File: src/hw/fmcsr_pkg.sv
// fmcsr_pkg: register indices, field positions, reset values and bus codes
// for the fan monitor configuration and status register block.
// assumes: used by the register and ahb port design files, not the flag bank; nothing is imported.
package fmcsr_pkg;
  // register indices; byte address is four times the index
  localparam logic [7:0] IDX_CEIL1 = 8'h38;
  localparam logic [7:0] IDX_CEIL2 = 8'h39;
  localparam logic [7:0] IDX_CEIL3 = 8'h3A;
  localparam logic [7:0] IDX_CONFIG = 8'h40;
  localparam logic [7:0] IDX_STATUS1 = 8'h41;
  localparam logic [7:0] IDX_STATUS2 = 8'h42;
  localparam logic [7:0] IDX_IRQ_STATUS = 8'h50;
  localparam logic [7:0] IDX_IRQ_MASK = 8'h51;
  // byte address is the index shifted by this many bits
  localparam int IDX_SHIFT = 2;
  localparam int IDX_BITS = 8;

  // main configuration fields
  localparam int CFG_RUN = 0;
  localparam int CFG_LOCK = 1;
  localparam int CFG_READY = 2;
  localparam int CFG_MAX_DRIVE = 3;
  localparam int CFG_POWER_REPORT = 4;
  localparam int CFG_SPINUP_BYPASS = 5;
  localparam int CFG_BUS_TIMEOUT = 6;
  localparam int CFG_SUPPLY_5V = 7;

  // first status register fields
  localparam int ST1_V25 = 0;
  localparam int ST1_CORE = 1;
  localparam int ST1_SUPPLY = 2;
  localparam int ST1_V5_TIMER = 3;
  localparam int ST1_REMOTE1 = 4;
  localparam int ST1_LOCAL = 5;
  localparam int ST1_REMOTE2 = 6;
  localparam int ST1_SUMMARY = 7;

  // interrupt status / mask fields
  localparam int IRQ_FIRST = 0;
  localparam int IRQ_SECOND = 1;
  localparam int IRQ_BITS = 2;

  // reset values
  localparam logic [7:0] CEIL_RESET = 8'hFF;
  localparam logic [7:0] CEIL_DEFAULT = 8'hFF;
  localparam logic [7:0] CONFIG_RESET = 8'h01;
  localparam logic [7:0] STATUS_RESET = 8'h00;
  localparam logic [1:0] IRQ_MASK_RESET = 2'h0;

  // ahb-lite codes
  localparam logic [1:0] HTRANS_NONSEQ = 2'h2;
  localparam logic HRESP_OKAY = 1'h0;
endpackage : fmcsr_pkg

File: src/hw/fmcsr_regs.sv
// fmcsr_regs: duty ceilings, main configuration and limit status registers
// of the fan monitor, reached over ahb-lite, with one interrupt output.
// assumes: limit conditions arrive as synchronous levels from the monitor.
//
// Functional notes
// - three read/write pwm duty ceilings, each resetting to 0xFF
// - after lock, duty ceiling writes are ignored
// - run bit (bit 0, reset 1): programmed limits when set, defaults else
// - clearing run bit keeps every programmed limit value
// - run bit read-only after lock; host programs limits before run
// - lock bit 1 writable once; locks lockable fields until power cycle
// - ready bit 2 read-only, set once power-up completes
// - bit 3 drives all fans to full speed, never locked
// - bit 4 stores the lockable power reporting indicator
// - bit 5 holds pwm high for whole spin-up timeout
// - bit 6 lockable, enables the bus timeout feature
// - bit 7 lockable, selects 5 V supply scale, else 3.3 V
// - status bits 0-2 flag 2.5 V, core, supply voltage violations
// - status bit 3 flags 5 V, or alarm timer when pin is alarm
// - status bits 4-6 flag remote 1, local, remote 2 temperatures
// - status bit 7 is the OR of second status register bits
// - second status holds 12 V, overtemp, fan, and diode fault flags
`timescale 1ns/1ps
module fmcsr_regs #(
  parameter logic [7:0] CEIL_DEFAULT = fmcsr_pkg::CEIL_DEFAULT
) (
  // clock and reset
  input wire logic hclk,
  input wire logic hresetn,
  // ahb-lite slave
  input wire logic hsel,
  input wire logic [31:0] haddr,
  input wire logic [1:0] htrans,
  input wire logic [2:0] hsize,
  input wire logic hwrite,
  input wire logic hready,
  input wire logic [31:0] hwdata,
  output logic [31:0] hrdata,
  output logic hreadyout,
  output logic hresp,
  // monitor conditions
  input wire logic power_up_done,
  input wire logic v25_cond,
  input wire logic core_voltage_cond,
  input wire logic supply_cond,
  input wire logic v5_cond,
  input wire logic thermal_alarm_pin,
  input wire logic alarm_timer_cond,
  input wire logic remote_one_temp_cond,
  input wire logic local_temp_cond,
  input wire logic remote_two_temp_cond,
  input wire logic [7:0] second_status_cond,
  // control to fan and measurement logic
  output logic [7:0] pwm1_ceiling_eff,
  output logic [7:0] pwm2_ceiling_eff,
  output logic [7:0] pwm3_ceiling_eff,
  output logic monitor_run_enable,
  output logic all_fans_max_drive,
  output logic power_report_indicator,
  output logic spinup_pulse_bypass,
  output logic bus_timeout_control,
  output logic supply_5v_scale,
  // interrupt
  output logic irq
);
  logic acc_rd;
  logic acc_wr;
  logic [fmcsr_pkg::IDX_BITS-1:0] acc_idx;
  logic [7:0] wdata;

  logic [7:0] ceiling [3];
  logic [7:0] cfg;
  logic locked;
  logic ready;

  logic [7:0] st1_cond;
  logic [6:0] st1_flags;
  logic [7:0] st2_flags;
  logic st1_new;
  logic st2_new;
  logic [7:0] status1;

  logic [fmcsr_pkg::IRQ_BITS-1:0] irq_status;
  logic [fmcsr_pkg::IRQ_BITS-1:0] irq_mask;
  logic [fmcsr_pkg::IRQ_BITS-1:0] irq_event;

  logic [7:0] next_rdata;

  // decoded strobes, valid in the wait cycle of a transfer
  logic wr_cfg;
  logic wr_irq_status;
  logic wr_irq_mask;
  logic rd_status1;
  logic rd_status2;

  assign wdata = hwdata[7:0];
  assign wr_cfg = acc_wr && (acc_idx == fmcsr_pkg::IDX_CONFIG);
  assign wr_irq_status = acc_wr && (acc_idx == fmcsr_pkg::IDX_IRQ_STATUS);
  assign wr_irq_mask = acc_wr && (acc_idx == fmcsr_pkg::IDX_IRQ_MASK);
  assign rd_status1 = acc_rd && (acc_idx == fmcsr_pkg::IDX_STATUS1);
  assign rd_status2 = acc_rd && (acc_idx == fmcsr_pkg::IDX_STATUS2);

  // a flop like every other output; the slave never answers anything else
  always_ff @(posedge hclk or negedge hresetn) begin
    if (!hresetn) begin
      hresp <= fmcsr_pkg::HRESP_OKAY;
    end else begin
      hresp <= fmcsr_pkg::HRESP_OKAY;
    end
  end

  fmcsr_ahb_port u_port (
    .hclk(hclk),
    .hresetn(hresetn),
    .hsel(hsel),
    .haddr(haddr),
    .htrans(htrans),
    .hwrite(hwrite),
    .hready(hready),
    .hreadyout(hreadyout),
    .acc_rd(acc_rd),
    .acc_wr(acc_wr),
    .acc_idx(acc_idx)
  );

  // duty ceilings: stored values stay put whatever the run bit does
  genvar c;
  generate
    for (c = 0; c < 3; c++) begin : g_ceil
      always_ff @(posedge hclk or negedge hresetn) begin
        if (!hresetn) begin
          ceiling[c] <= fmcsr_pkg::CEIL_RESET;
        end else if (acc_wr && !locked &&
                     acc_idx == fmcsr_pkg::IDX_CEIL1 + 8'(c)) begin
          ceiling[c] <= wdata;
        end
      end
    end
  endgenerate

  // lock is sticky; only the asynchronous power-on reset clears it
  always_ff @(posedge hclk or negedge hresetn) begin
    if (!hresetn) begin
      locked <= 1'b0;
    end else if (wr_cfg && wdata[fmcsr_pkg::CFG_LOCK]) begin
      locked <= 1'b1;
    end
  end

  always_ff @(posedge hclk or negedge hresetn) begin
    if (!hresetn) begin
      ready <= 1'b0;
    end else if (power_up_done) begin
      ready <= 1'b1;
    end
  end

  // configuration fields other than lock and ready
  always_ff @(posedge hclk or negedge hresetn) begin
    if (!hresetn) begin
      cfg <= fmcsr_pkg::CONFIG_RESET;
    end else if (wr_cfg) begin
      cfg[fmcsr_pkg::CFG_MAX_DRIVE] <= wdata[fmcsr_pkg::CFG_MAX_DRIVE];
      cfg[fmcsr_pkg::CFG_SPINUP_BYPASS] <=
        wdata[fmcsr_pkg::CFG_SPINUP_BYPASS];
      if (!locked) begin
        cfg[fmcsr_pkg::CFG_RUN] <= wdata[fmcsr_pkg::CFG_RUN];
        cfg[fmcsr_pkg::CFG_POWER_REPORT] <=
          wdata[fmcsr_pkg::CFG_POWER_REPORT];
        cfg[fmcsr_pkg::CFG_BUS_TIMEOUT] <=
          wdata[fmcsr_pkg::CFG_BUS_TIMEOUT];
        cfg[fmcsr_pkg::CFG_SUPPLY_5V] <=
          wdata[fmcsr_pkg::CFG_SUPPLY_5V];
      end
    end
  end

  // lockable control outputs, registered so they come straight from flops
  always_ff @(posedge hclk or negedge hresetn) begin
    if (!hresetn) begin
      monitor_run_enable <= 1'b0;
      power_report_indicator <= 1'b0;
      bus_timeout_control <= 1'b0;
      supply_5v_scale <= 1'b0;
    end else begin
      monitor_run_enable <= cfg[fmcsr_pkg::CFG_RUN];
      power_report_indicator <= cfg[fmcsr_pkg::CFG_POWER_REPORT];
      bus_timeout_control <= cfg[fmcsr_pkg::CFG_BUS_TIMEOUT];
      supply_5v_scale <= cfg[fmcsr_pkg::CFG_SUPPLY_5V];
    end
  end

  // control outputs that stay writable after lock
  always_ff @(posedge hclk or negedge hresetn) begin
    if (!hresetn) begin
      all_fans_max_drive <= 1'b0;
      spinup_pulse_bypass <= 1'b0;
    end else begin
      all_fans_max_drive <= cfg[fmcsr_pkg::CFG_MAX_DRIVE];
      spinup_pulse_bypass <= cfg[fmcsr_pkg::CFG_SPINUP_BYPASS];
    end
  end

  // with run cleared the fan logic sees the defaults, not the stored values
  logic [7:0] ceiling_eff [3];

  generate
    for (c = 0; c < 3; c++) begin : g_eff
      always_ff @(posedge hclk or negedge hresetn) begin
        if (!hresetn) begin
          ceiling_eff[c] <= CEIL_DEFAULT;
        end else if (cfg[fmcsr_pkg::CFG_RUN]) begin
          ceiling_eff[c] <= ceiling[c];
        end else begin
          ceiling_eff[c] <= CEIL_DEFAULT;
        end
      end
    end
  endgenerate

  assign pwm1_ceiling_eff = ceiling_eff[0];
  assign pwm2_ceiling_eff = ceiling_eff[1];
  assign pwm3_ceiling_eff = ceiling_eff[2];

  // first status conditions; bit 7 is a summary, not a flag of its own
  always_comb begin
    st1_cond = 8'h00;
    st1_cond[fmcsr_pkg::ST1_V25] = v25_cond;
    st1_cond[fmcsr_pkg::ST1_CORE] = core_voltage_cond;
    st1_cond[fmcsr_pkg::ST1_SUPPLY] = supply_cond;
    st1_cond[fmcsr_pkg::ST1_V5_TIMER] =
      thermal_alarm_pin ? alarm_timer_cond : v5_cond;
    st1_cond[fmcsr_pkg::ST1_REMOTE1] = remote_one_temp_cond;
    st1_cond[fmcsr_pkg::ST1_LOCAL] = local_temp_cond;
    st1_cond[fmcsr_pkg::ST1_REMOTE2] = remote_two_temp_cond;
  end

  fmcsr_flag_bank #(
    .WIDTH(7)
  ) u_status1 (
    .hclk(hclk),
    .hresetn(hresetn),
    .cond(st1_cond[6:0]),
    .rd_clr(rd_status1),
    .flags(st1_flags),
    .new_event(st1_new)
  );

  fmcsr_flag_bank #(
    .WIDTH(8)
  ) u_status2 (
    .hclk(hclk),
    .hresetn(hresetn),
    .cond(second_status_cond),
    .rd_clr(rd_status2),
    .flags(st2_flags),
    .new_event(st2_new)
  );

  assign status1 = {|st2_flags, st1_flags};

  // interrupt: sticky, write one to clear, a new event wins the clear
  assign irq_event = {st2_new, st1_new};

  always_ff @(posedge hclk or negedge hresetn) begin
    if (!hresetn) begin
      irq_status <= '0;
    end else if (wr_irq_status) begin
      irq_status <= (irq_status & ~wdata[fmcsr_pkg::IRQ_BITS-1:0]) |
                    irq_event;
    end else begin
      irq_status <= irq_status | irq_event;
    end
  end

  always_ff @(posedge hclk or negedge hresetn) begin
    if (!hresetn) begin
      irq_mask <= fmcsr_pkg::IRQ_MASK_RESET;
    end else if (wr_irq_mask) begin
      irq_mask <= wdata[fmcsr_pkg::IRQ_BITS-1:0];
    end
  end

  always_ff @(posedge hclk or negedge hresetn) begin
    if (!hresetn) begin
      irq <= 1'b0;
    end else begin
      irq <= |(irq_status & irq_mask);
    end
  end

  // read mux; unmapped indices read as zero
  always_comb begin
    next_rdata = 8'h00;
    case (acc_idx)
      fmcsr_pkg::IDX_CEIL1: next_rdata = ceiling[0];
      fmcsr_pkg::IDX_CEIL2: next_rdata = ceiling[1];
      fmcsr_pkg::IDX_CEIL3: next_rdata = ceiling[2];
      fmcsr_pkg::IDX_CONFIG: begin
        next_rdata = cfg;
        next_rdata[fmcsr_pkg::CFG_LOCK] = locked;
        next_rdata[fmcsr_pkg::CFG_READY] = ready;
      end
      fmcsr_pkg::IDX_STATUS1: next_rdata = status1;
      fmcsr_pkg::IDX_STATUS2: next_rdata = st2_flags;
      fmcsr_pkg::IDX_IRQ_STATUS: next_rdata = 8'(irq_status);
      fmcsr_pkg::IDX_IRQ_MASK: next_rdata = 8'(irq_mask);
      default: next_rdata = 8'h00;
    endcase
  end

  // read data is caught in the wait cycle and held until the next read
  always_ff @(posedge hclk or negedge hresetn) begin
    if (!hresetn) begin
      hrdata <= 32'h00000000;
    end else if (acc_rd) begin
      hrdata <= {24'h000000, next_rdata};
    end
  end

  // hsize is accepted but only whole-word transfers are supported
  logic unused_hsize;
  assign unused_hsize = |hsize;
endmodule : fmcsr_regs

File: src/hw/fmcsr_flag_bank.sv
// fmcsr_flag_bank: a row of sticky limit flags cleared by a status read.
// assumes: cond inputs are synchronous levels; rd_clr is a one-cycle pulse.
`timescale 1ns/1ps
module fmcsr_flag_bank #(
  parameter int WIDTH = 8
) (
  // clock and reset
  input wire logic hclk,
  input wire logic hresetn,
  // conditions and read
  input wire logic [WIDTH-1:0] cond,
  input wire logic rd_clr,
  // flags
  output logic [WIDTH-1:0] flags,
  output logic new_event
);
  logic [WIDTH-1:0] rise;

  genvar i;
  generate
    for (i = 0; i < WIDTH; i++) begin : g_flag
      // set wins over the read clear; a held condition survives the read
      always_ff @(posedge hclk or negedge hresetn) begin
        if (!hresetn) begin
          flags[i] <= 1'b0;
        end else if (cond[i]) begin
          flags[i] <= 1'b1;
        end else if (rd_clr) begin
          flags[i] <= 1'b0;
        end
      end
      assign rise[i] = cond[i] & ~flags[i];
    end
  endgenerate

  assign new_event = |rise;
endmodule : fmcsr_flag_bank

File: src/hw/fmcsr_ahb_port.sv
// fmcsr_ahb_port: ahb-lite slave front end with one wait state per transfer.
// assumes: single word transfers only; one slave, so hready is hreadyout.
`timescale 1ns/1ps
module fmcsr_ahb_port (
  // clock and reset
  input wire logic hclk,
  input wire logic hresetn,
  // ahb-lite slave
  input wire logic hsel,
  input wire logic [31:0] haddr,
  input wire logic [1:0] htrans,
  input wire logic hwrite,
  input wire logic hready,
  output logic hreadyout,
  // register side, valid in the wait cycle
  output logic acc_rd,
  output logic acc_wr,
  output logic [fmcsr_pkg::IDX_BITS-1:0] acc_idx
);
  logic pend;
  logic pend_wr;
  logic take;

  assign take = hsel & hready & (htrans == fmcsr_pkg::HTRANS_NONSEQ);

  // the wait state lets a write land before any following read samples
  always_ff @(posedge hclk or negedge hresetn) begin
    if (!hresetn) begin
      pend <= 1'b0;
      pend_wr <= 1'b0;
      acc_idx <= '0;
      hreadyout <= 1'b1;
    end else if (take) begin
      pend <= 1'b1;
      pend_wr <= hwrite;
      acc_idx <= haddr[fmcsr_pkg::IDX_SHIFT +: fmcsr_pkg::IDX_BITS];
      hreadyout <= 1'b0;
    end else begin
      pend <= 1'b0;
      hreadyout <= 1'b1;
    end
  end

  assign acc_rd = pend & ~pend_wr;
  assign acc_wr = pend & pend_wr;
endmodule : fmcsr_ahb_port

File: config.mk
export PLATFORM = sky130hd
export DESIGN_NAME = fmcsr_regs
export DESIGN_NICKNAME = d
export VERILOG_FILES = /design/src/hw/fmcsr_pkg.sv /design/src/hw/fmcsr_regs.sv /design/src/hw/fmcsr_flag_bank.sv /design/src/hw/fmcsr_ahb_port.sv
export SDC_FILE = /design/constraint.sdc
export NUM_CORES = 1
export LEC_CHECK = 0
export BUFFER_PORTS_ARGS = -buffer_cell sky130_fd_sc_hd__buf_2
export CAP_MARGIN = 20
export CORE_MARGIN = 2
export CORE_UTILIZATION = 40
export DETAILED_ROUTE_END_ITERATION = 7
export PLACE_DENSITY = 0.76
export SYNTH_ARGS = -nofsm -noshare
export SYNTH_HDL_FRONTEND = slang
export SYNTH_SLANG_ARGS = --single-unit
File: constraint.sdc
create_clock -name hclk -period 2.2 [get_ports hclk]
set_input_delay 0.22 -clock hclk [delete_from_list [all_inputs] [get_ports hclk]]
set_output_delay 0.22 -clock hclk [all_outputs]
set_load 0.05 [all_outputs]
==> reports/metrics.yaml, run 1 <==
outcome:
  status: "complete, no violations"
grt:
  use_met1_pct: 21.61
  grt_max_degree: 43
  grt_use_total_pct: 16.16
  antenna_found_initial: 0
  grt_pass1_vias: 2920
  grt_use_met2_pct: 25.75
  top_usage_layer: "met2"
  grtUsageMet3_pct: 3.972
  grt_pass1_wl_um: 14790
  gr-total-overflow: 0
synth:
  async_flop_share_pct: 100.0
  yosysSeqAreaShare_pct: 58.24
  yosysWarnings: 0
  synthDistinctLibCells: 43
  yosys.area.top_type_share_pct: 29.54
  ys_ff_latch: 101
  synth_edf_count: 0
  synth_largest_area_cell: "dfstp_2"
  synth_flop_cell: "dfrtp_1"
  syn_inst: 375
  postSynthAreaPerCell_um2: 11.86
  ys_top_cells_by_area: "dfstp_2 (30%), dfrtp_1 (29%), mux2_2 (9.1%)"
  synth.cell_area_um2: 4447
critical_path:
  reg2reg_slack_ps: 290
  cp-end-kind: "flop"
  path_delay_family: "simple AND/OR/NAND/NOR gates"
  critPathBufInv: 1
  rr_endpoint: "ceiling[18]$_DFFE_PN1P_"
  rr_startpoint: "u_port.acc_idx[6]$_DFFE_PN0P_"
  crit_path_end: "ceiling[18]$_DFFE_PN1P_"
  path_class: "flop to flop"
  worst-path-stages: 6
  arrival_ps: 2190
  crit_start: "u_port.acc_idx[6]$_DFFE_PN0P_"
  slowest_delay_ps: 410
  start_kind: "flop"
  crit_fanout: 13
  rr_worst_depth: 6
  worstPathCellList: "nand4b_1 > nor3_2 > buf_4 > nand2_2 > nor3_4 > mux2_2"
  cp.required_ps: 2480
  slowest_stage: "dfrtp_1"
power_and_ir_drop:
  p_seq_share_pct: 55.0
  p_leak_nw: 2.341
  power_frac_clock_pct: 28.0
  p_int_mw: 2.552
  switchingPower_mw: 1.103
  power.total_mw: 3.655
  ir_drop_v: 0.0003488
  pwr-share-comb_pct: 17.0
  sw_frac_of_total_pct: 30.17
  powerDensity_nw_per_um2: 708.1
timing:
  finalWorstSetupSlack_ps: 293.5
  rsz0062_at_grt: "false"
  worst_slew_pin_slew_ps: 548.1
  skew_ps: 10.84
  drv_slew: 0
  holdWs_ps: 48.76
  post-route-period-util_pct: 86.66
  relSlewSlack_pct: 63.46
  fin_crit_ps: 1906
  hold_violations: 0
  max_freq_mhz: 524.5
  setup_violations: 0
  setup_tns_ps: 0
cells_and_area:
  diodes: 0
  fin_nets: 559
  instances_no_fill: 612
  syn2layout_area_growth_pct: 16.07
  drive_gt1_share_pct: 43.01
clock_tree:
  clock_sinks: 101
  cts-root-buf: "clkbuf_8"
  path_clk_slew_ps: 90
  cts_buffers: 9
  cts_tree: "built"
  clockBufferDepth: 2
  clk_latency_ps: 360
  htree_levels: 3
die:
  die-area_um2: 11980
  rows: 38
  die_h_um: 109.4
  initial_core_util_pct: 41.02
  coreArea_um2: 10840
  boundaryPins: 157
  fp.dieW_um: 109.4
place:
  hpwl_um: 6945
  io_buffer_count: 80
  place_inst: 595
  post-place-ws_ps: 287.6
  gp_congestion: 0.9684
flow_run:
  drv_cap: 0
drt:
  drc_errors: 0
  vias: 2970
  drtIter0Drc: 187
  wirelength_um: 9186
  ant_nets: 0
  first_pass_iters: 4
  vias_per_cell: 4.853
  routedWlPerCell_um: 15.01
hold_path:
  hp-class: "primary input to flop"
  hold_start: "local_temp_cond"
cells in the mapped netlist (2+ instances only):
cell / number
nor2_1: 2
mux2i_1: 13
buf_4: 27
nand3_1: 7
o22ai_1: 3
dfrtp_1: 51
clkbuf_1: 6
a32oi_1: 2
nor3_1: 2
nand3b_1: 2
a22oi_1: 6
a21o_1: 16
inv_1: 13
a21oi_1: 2
a222oi_1: 2
buf_2: 4
o21ai_0: 21
nand4b_1: 2
dfstp_2: 50
mux2_2: 36
nor2b_1: 4
or4_1: 2
a221oi_1: 3
nand2b_1: 27
nand2_1: 52
a22o_1: 3
worst min-delay path by stage:
stage / endpoint / slack, ps / depth (start not counted)
global placement: monitor_run_enable$_DFF_PN0_ / 240 / 1
detailed placement: monitor_run_enable$_DFF_PN0_ / 240 / 1
finish: u_status1.flags[5]$_DFFE_PN0P_ / 50 / 2
floorplan: all_fans_max_drive$_DFF_PN0_ / -80 / 0
global route: u_status1.flags[5]$_DFFE_PN0P_ / 40 / 2
CTS: u_port.acc_idx[3]$_DFFE_PN0P_ / 30 / 3
routing by layer:
layer / routed length [um] / up-vias / share of wire, %
li1: - / 1421 / -
met1: 4093 / 1430 / 45
met3: 702 / 6 / 7.6
met5: 0 / - / 0
met4: 57 / 0 / 0.62
met2: 4332 / 113 / 47
area by class of cell:
cell class	count	area, um^2
Sequential cell	101	2590
Clock buffer	11	131.4
Clock inverter	5	36.28
Timing Repair Buffer	95	530.5
Multi-Input combinational cell	246	1645
Tap cell	140	175.2
Fill cell	982	5679
Inverter	14	52.55
repair_timing:
action                    in CTS  in global routing
gates resized for setup        0                  0
buffers inserted               0                  0
hold endpoints to repair      25                  0
hold buffers                   1                  0
per-stage QoR:
step                      instance area (um^2)  utilization [%]
after floorplan                           4537                -
after global placement                    4984            45.97
after detailed placement                  4984            45.97
after CTS                                 5161            47.61
after global routing                      5161            47.61
final                                     5161            47.61
worst reg2reg max path: stages (launching register included):
cell      delay, ps
dfrtp_1         410
nand4b_1        190
nor3_2          110
buf_4           210
nand2_2         110
nor3_4          400
mux2_2          400
flip-flops by register name (all words and copies together) (netlist names), 2 cells and up:
signal and count:
ceiling 24, cfg 6, hrdata 8, irq_mask 2, irq_status 2, pwm1_ceiling_eff 8
pwm2_ceiling_eff 8, pwm3_ceiling_eff 8, u_port.acc_idx 8, u_status1.flags 7, u_status2.flags 8
logic make-up (layout without fill, tap and decap cells):
family                 Yosys count  in the layout  synth area share, %
multiplexers                    49             49                12.04
AND/OR/NAND/NOR                110            110                13.28
buffers and inverters           52            125                6.781
other                            1             25              0.08433
AO/OA/AOI/OAI                   62             62                9.567
flip-flops                     101            101                58.24
power by group through the flow:
stage               clock network [mW]  logic [mW]  registers (mW)
floorplan                            0       0.360            2.14
global placement                     0       0.611            2.04
detailed placement                   0       0.620            2.04
CTS                               1.05       0.623            2.01
global route                      1.12       0.673            2.02
finish                            1.02       0.620            2.01
cells in the final DEF (no fill, tap or decap), drive strengths merged, types with 3 or more instances in the layout:
cell    count
a21o       16
a221oi      3
a22o        3
a22oi       6
buf        94
clkbuf     11
clkinv      5
conb       25
dfrtp      51
dfstp      50
inv        14
mux2       36
mux2i      13
nand2      53
nand2b     27
nand3       8
nor2        3
nor2b       4
nor3        4
o21ai      21
o22ai       3
Note: power is estimated with default switching activity, not from simulation.
==> inputs of run 2 (changes only) <==
MAX_ROUTING_LAYER = met4   (was default)
PLACE_DENSITY = 0.66   (was 0.76)
clock period = 2.35 ns   (was 2.2 ns; I/O delays follow)
==> reports/metrics.yaml, run 2 (synthesis results as in run 1) <==
clock_tree:
  clock_sinks: 101  # unchanged
  post-cts-setup-buffer-count: 0  # unchanged
  cts-root-buf: "clkbuf_8"  # unchanged
  cts_buffers: 9  # unchanged
  cts-resized-gates: 0  # unchanged
  holdBufCountCts: 1  # unchanged
  clk_latency_ps: 370  # was 360 ps
  htree_levels: 3  # unchanged
  path_clk_slew_ps: 100  # was 90 ps
  clockBufferDepth: 2  # unchanged
  cts_tree: "built"  # unchanged
critical_path:
  path_delay_family: "simple AND/OR/NAND/NOR gates"  # unchanged
  critPathBufInv: 1  # unchanged
  slowest_delay_ps: 400  # was 410 ps
  cp.required_ps: 2640  # was 2480 ps
  rr_endpoint: "ceiling[22]$_DFFE_PN1P_"  # was ceiling[18]$_DFFE_PN1P_
  slowest_stage: "dfrtp_1"  # unchanged
  rr_worst_depth: 6  # unchanged
  worstPathCellList: "nand4b_1 > nor3_2 > buf_4 > nand2_2 > nor3_4 > mux2_2"  # unchanged
  path_class: "flop to flop"  # unchanged
  start_kind: "flop"  # unchanged
  arrival_ps: 2210  # was 2190 ps
  reg2reg_slack_ps: 430  # was 290 ps
  crit_fanout: 13  # unchanged
  rr_startpoint: "u_port.acc_idx[6]$_DFFE_PN0P_"  # unchanged
  cp-end-kind: "flop"  # unchanged
timing:
  fin_crit_ps: 1918  # was 1906 ps
  rsz0062_at_grt: "false"  # unchanged
  setup_tns_ps: 0  # unchanged
  worst_slew_pin_slew_ps: 587.4  # was 548.1 ps
  drv_slew: 0  # unchanged
  post-route-period-util_pct: 81.61  # was 86.66%
  hold_violations: 0  # unchanged
  max_freq_mhz: 521.4  # was 524.5 MHz
  skew_ps: 9.987  # was 10.84 ps
  relSlewSlack_pct: 60.84  # was 63.46%
  setup_violations: 0  # unchanged
place:
  gp_congestion: 0.8492  # was 0.9684
  hpwl_um: 7000  # was 6945 um
  io_buffer_count: 80  # unchanged
cells_and_area:
  mostFrequentLayoutCells: "buf_2 (79), nand2_1 (52), dfrtp_1 (51)"  # unchanged
  layout_commonest_cell: "buf_2"  # unchanged
  fin_nets: 556  # was 559
  diodes: 0  # unchanged
  largest_register: "ceiling"  # unchanged
  largest_reg_flops: 24  # unchanged
  syn2layout_area_growth_pct: 17.64  # was 16.07%
  drive_gt1_share_pct: 43.07  # was 43.01%
drt:
  drtIter0Drc: 146  # was 187
  vias_per_cell: 4.905  # was 4.853
  vias: 2987  # was 2970
  first_pass_iters: 5  # was 4
  routedWlPerCell_um: 15.49  # was 15.01 um
  drc_errors: 0  # unchanged
  wirelength_um: 9436  # was 9186 um
  ant_nets: 0  # unchanged
hold_path:
  hp-class: "primary input to flop"  # unchanged
  holdPathStages: 2  # unchanged
  whs_endpoint: "ready$_DFFE_PN0P_"  # was u_status1.flags[5]$_DFFE_PN0P_
  hold_start: "power_up_done"  # was local_temp_cond
grt:
  gr-total-overflow: 0  # unchanged
  grt_max_degree: 58  # was 43
  antenna_found_initial: 0  # unchanged
  grt_use_total_pct: 17.15  # was 16.16%
  grt_pass1_wl_um: 15020  # was 14790 um
  grt_pass1_vias: 2913  # was 2920
power_and_ir_drop:
  sw_frac_of_total_pct: 27.48  # was 30.17%
  ir_drop_v: 0.0003755  # was 0.0003488 V
  p_seq_share_pct: 48.7  # was 55.0%
  powerDensity_nw_per_um2: 740.3  # was 708.1 nW/um^2
  p_int_mw: 2.809  # was 2.552 mW
  power_frac_clock_pct: 36.3  # was 28.0%
  switchingPower_mw: 1.064  # was 1.103 mW
  p_leak_nw: 2.373  # was 2.341 nW
  pwr-share-comb_pct: 15.0  # was 17.0%
  power.total_mw: 3.873  # was 3.655 mW
die:
  die_h_um: 109.4  # unchanged
  initial_core_util_pct: 41.02  # unchanged
  fp.dieW_um: 109.4  # unchanged
  rows: 38  # unchanged
  die-area_um2: 11980  # unchanged
  coreArea_um2: 10840  # unchanged
  boundaryPins: 157  # unchanged
flow_run:
  drv_cap: 0  # unchanged
outcome:
  status: "complete, no violations"  # unchanged
==> run 2: layer usage <==
layer | vias up | share of wire [%] | GRT usage (%)
met2 | 80 | 48 | 26.85
met4 | 0 | 1.3 | 5.967
li1 | 1409 | - | -
met5 | - | 0 | -
met1 | 1487 | 47 | 22.21
met3 | 11 | 4.5 | 3.616
==> run 2: worst reg2reg max path, cell delays in order, from the launching register on <==
cell and delay [ps]:
dfrtp_1 400, nand4b_1 200, nor3_2 120, buf_4 210, nand2_2 110, nor3_4 400, mux2_2 400
==> run 2: final cells by class <==
| type | instances | area [um^2] |
|---|---|---|
| fill | 1017 | 5609 |
| multi-input combinational | 246 | 1645 |
| clock inverter | 7 | 136.4 |
| clock buffer | 9 | 123.9 |
| tap | 140 | 175.2 |
| timing repair buffer | 92 | 508.0 |
| sequential | 101 | 2590 |
| inverter | 14 | 52.55 |
==> run 2: power groups by stage <==
stage / clock (mW) / sequential [mW] / combinational, mW
2_1_floorplan: 0 / 2.00 / 0.337
3_3_place_gp: 0 / 1.91 / 0.572
3_5_place_dp: 0 / 1.92 / 0.582
4_1_cts: 1.42 / 1.89 / 0.585
5_1_grt: 1.51 / 1.90 / 0.628
6_report: 1.41 / 1.89 / 0.582
==> run 2: how the worst max path moves through the flow <==
stage,from,to,depth (start not counted)
floorplan,u_port.acc_idx[5]$_DFFE_PN0P_,irq_mask[0]$_DFFE_PN0P_,4
global placement,u_port.acc_idx[6]$_DFFE_PN0P_,ceiling[1]$_DFFE_PN1P_,5
detailed placement,u_port.acc_idx[6]$_DFFE_PN0P_,ceiling[3]$_DFFE_PN1P_,5
CTS,u_port.acc_idx[6]$_DFFE_PN0P_,ceiling[2]$_DFFE_PN1P_,5
global route,u_port.acc_idx[6]$_DFFE_PN0P_,ceiling[19]$_DFFE_PN1P_,6
finish,u_port.acc_idx[6]$_DFFE_PN0P_,ceiling[22]$_DFFE_PN1P_,6
==> run 2: metrics by stage <==
step           cells  instance area, um^2  utilization [%]  hold WS (ps)  worst slack (ps)
6_report         609                 5231            48.26         43.31             432.1
5_1_grt          609                 5231            48.26         35.17             302.6
4_1_cts          609                 5231            48.26         32.28             405.6
3_5_place_dp     592                 4961            45.76         272.3             460.3
3_3_place_gp     592                 4961            45.76         267.1             466.7
2_1_floorplan    399                 4537                -        -60.59             741.9
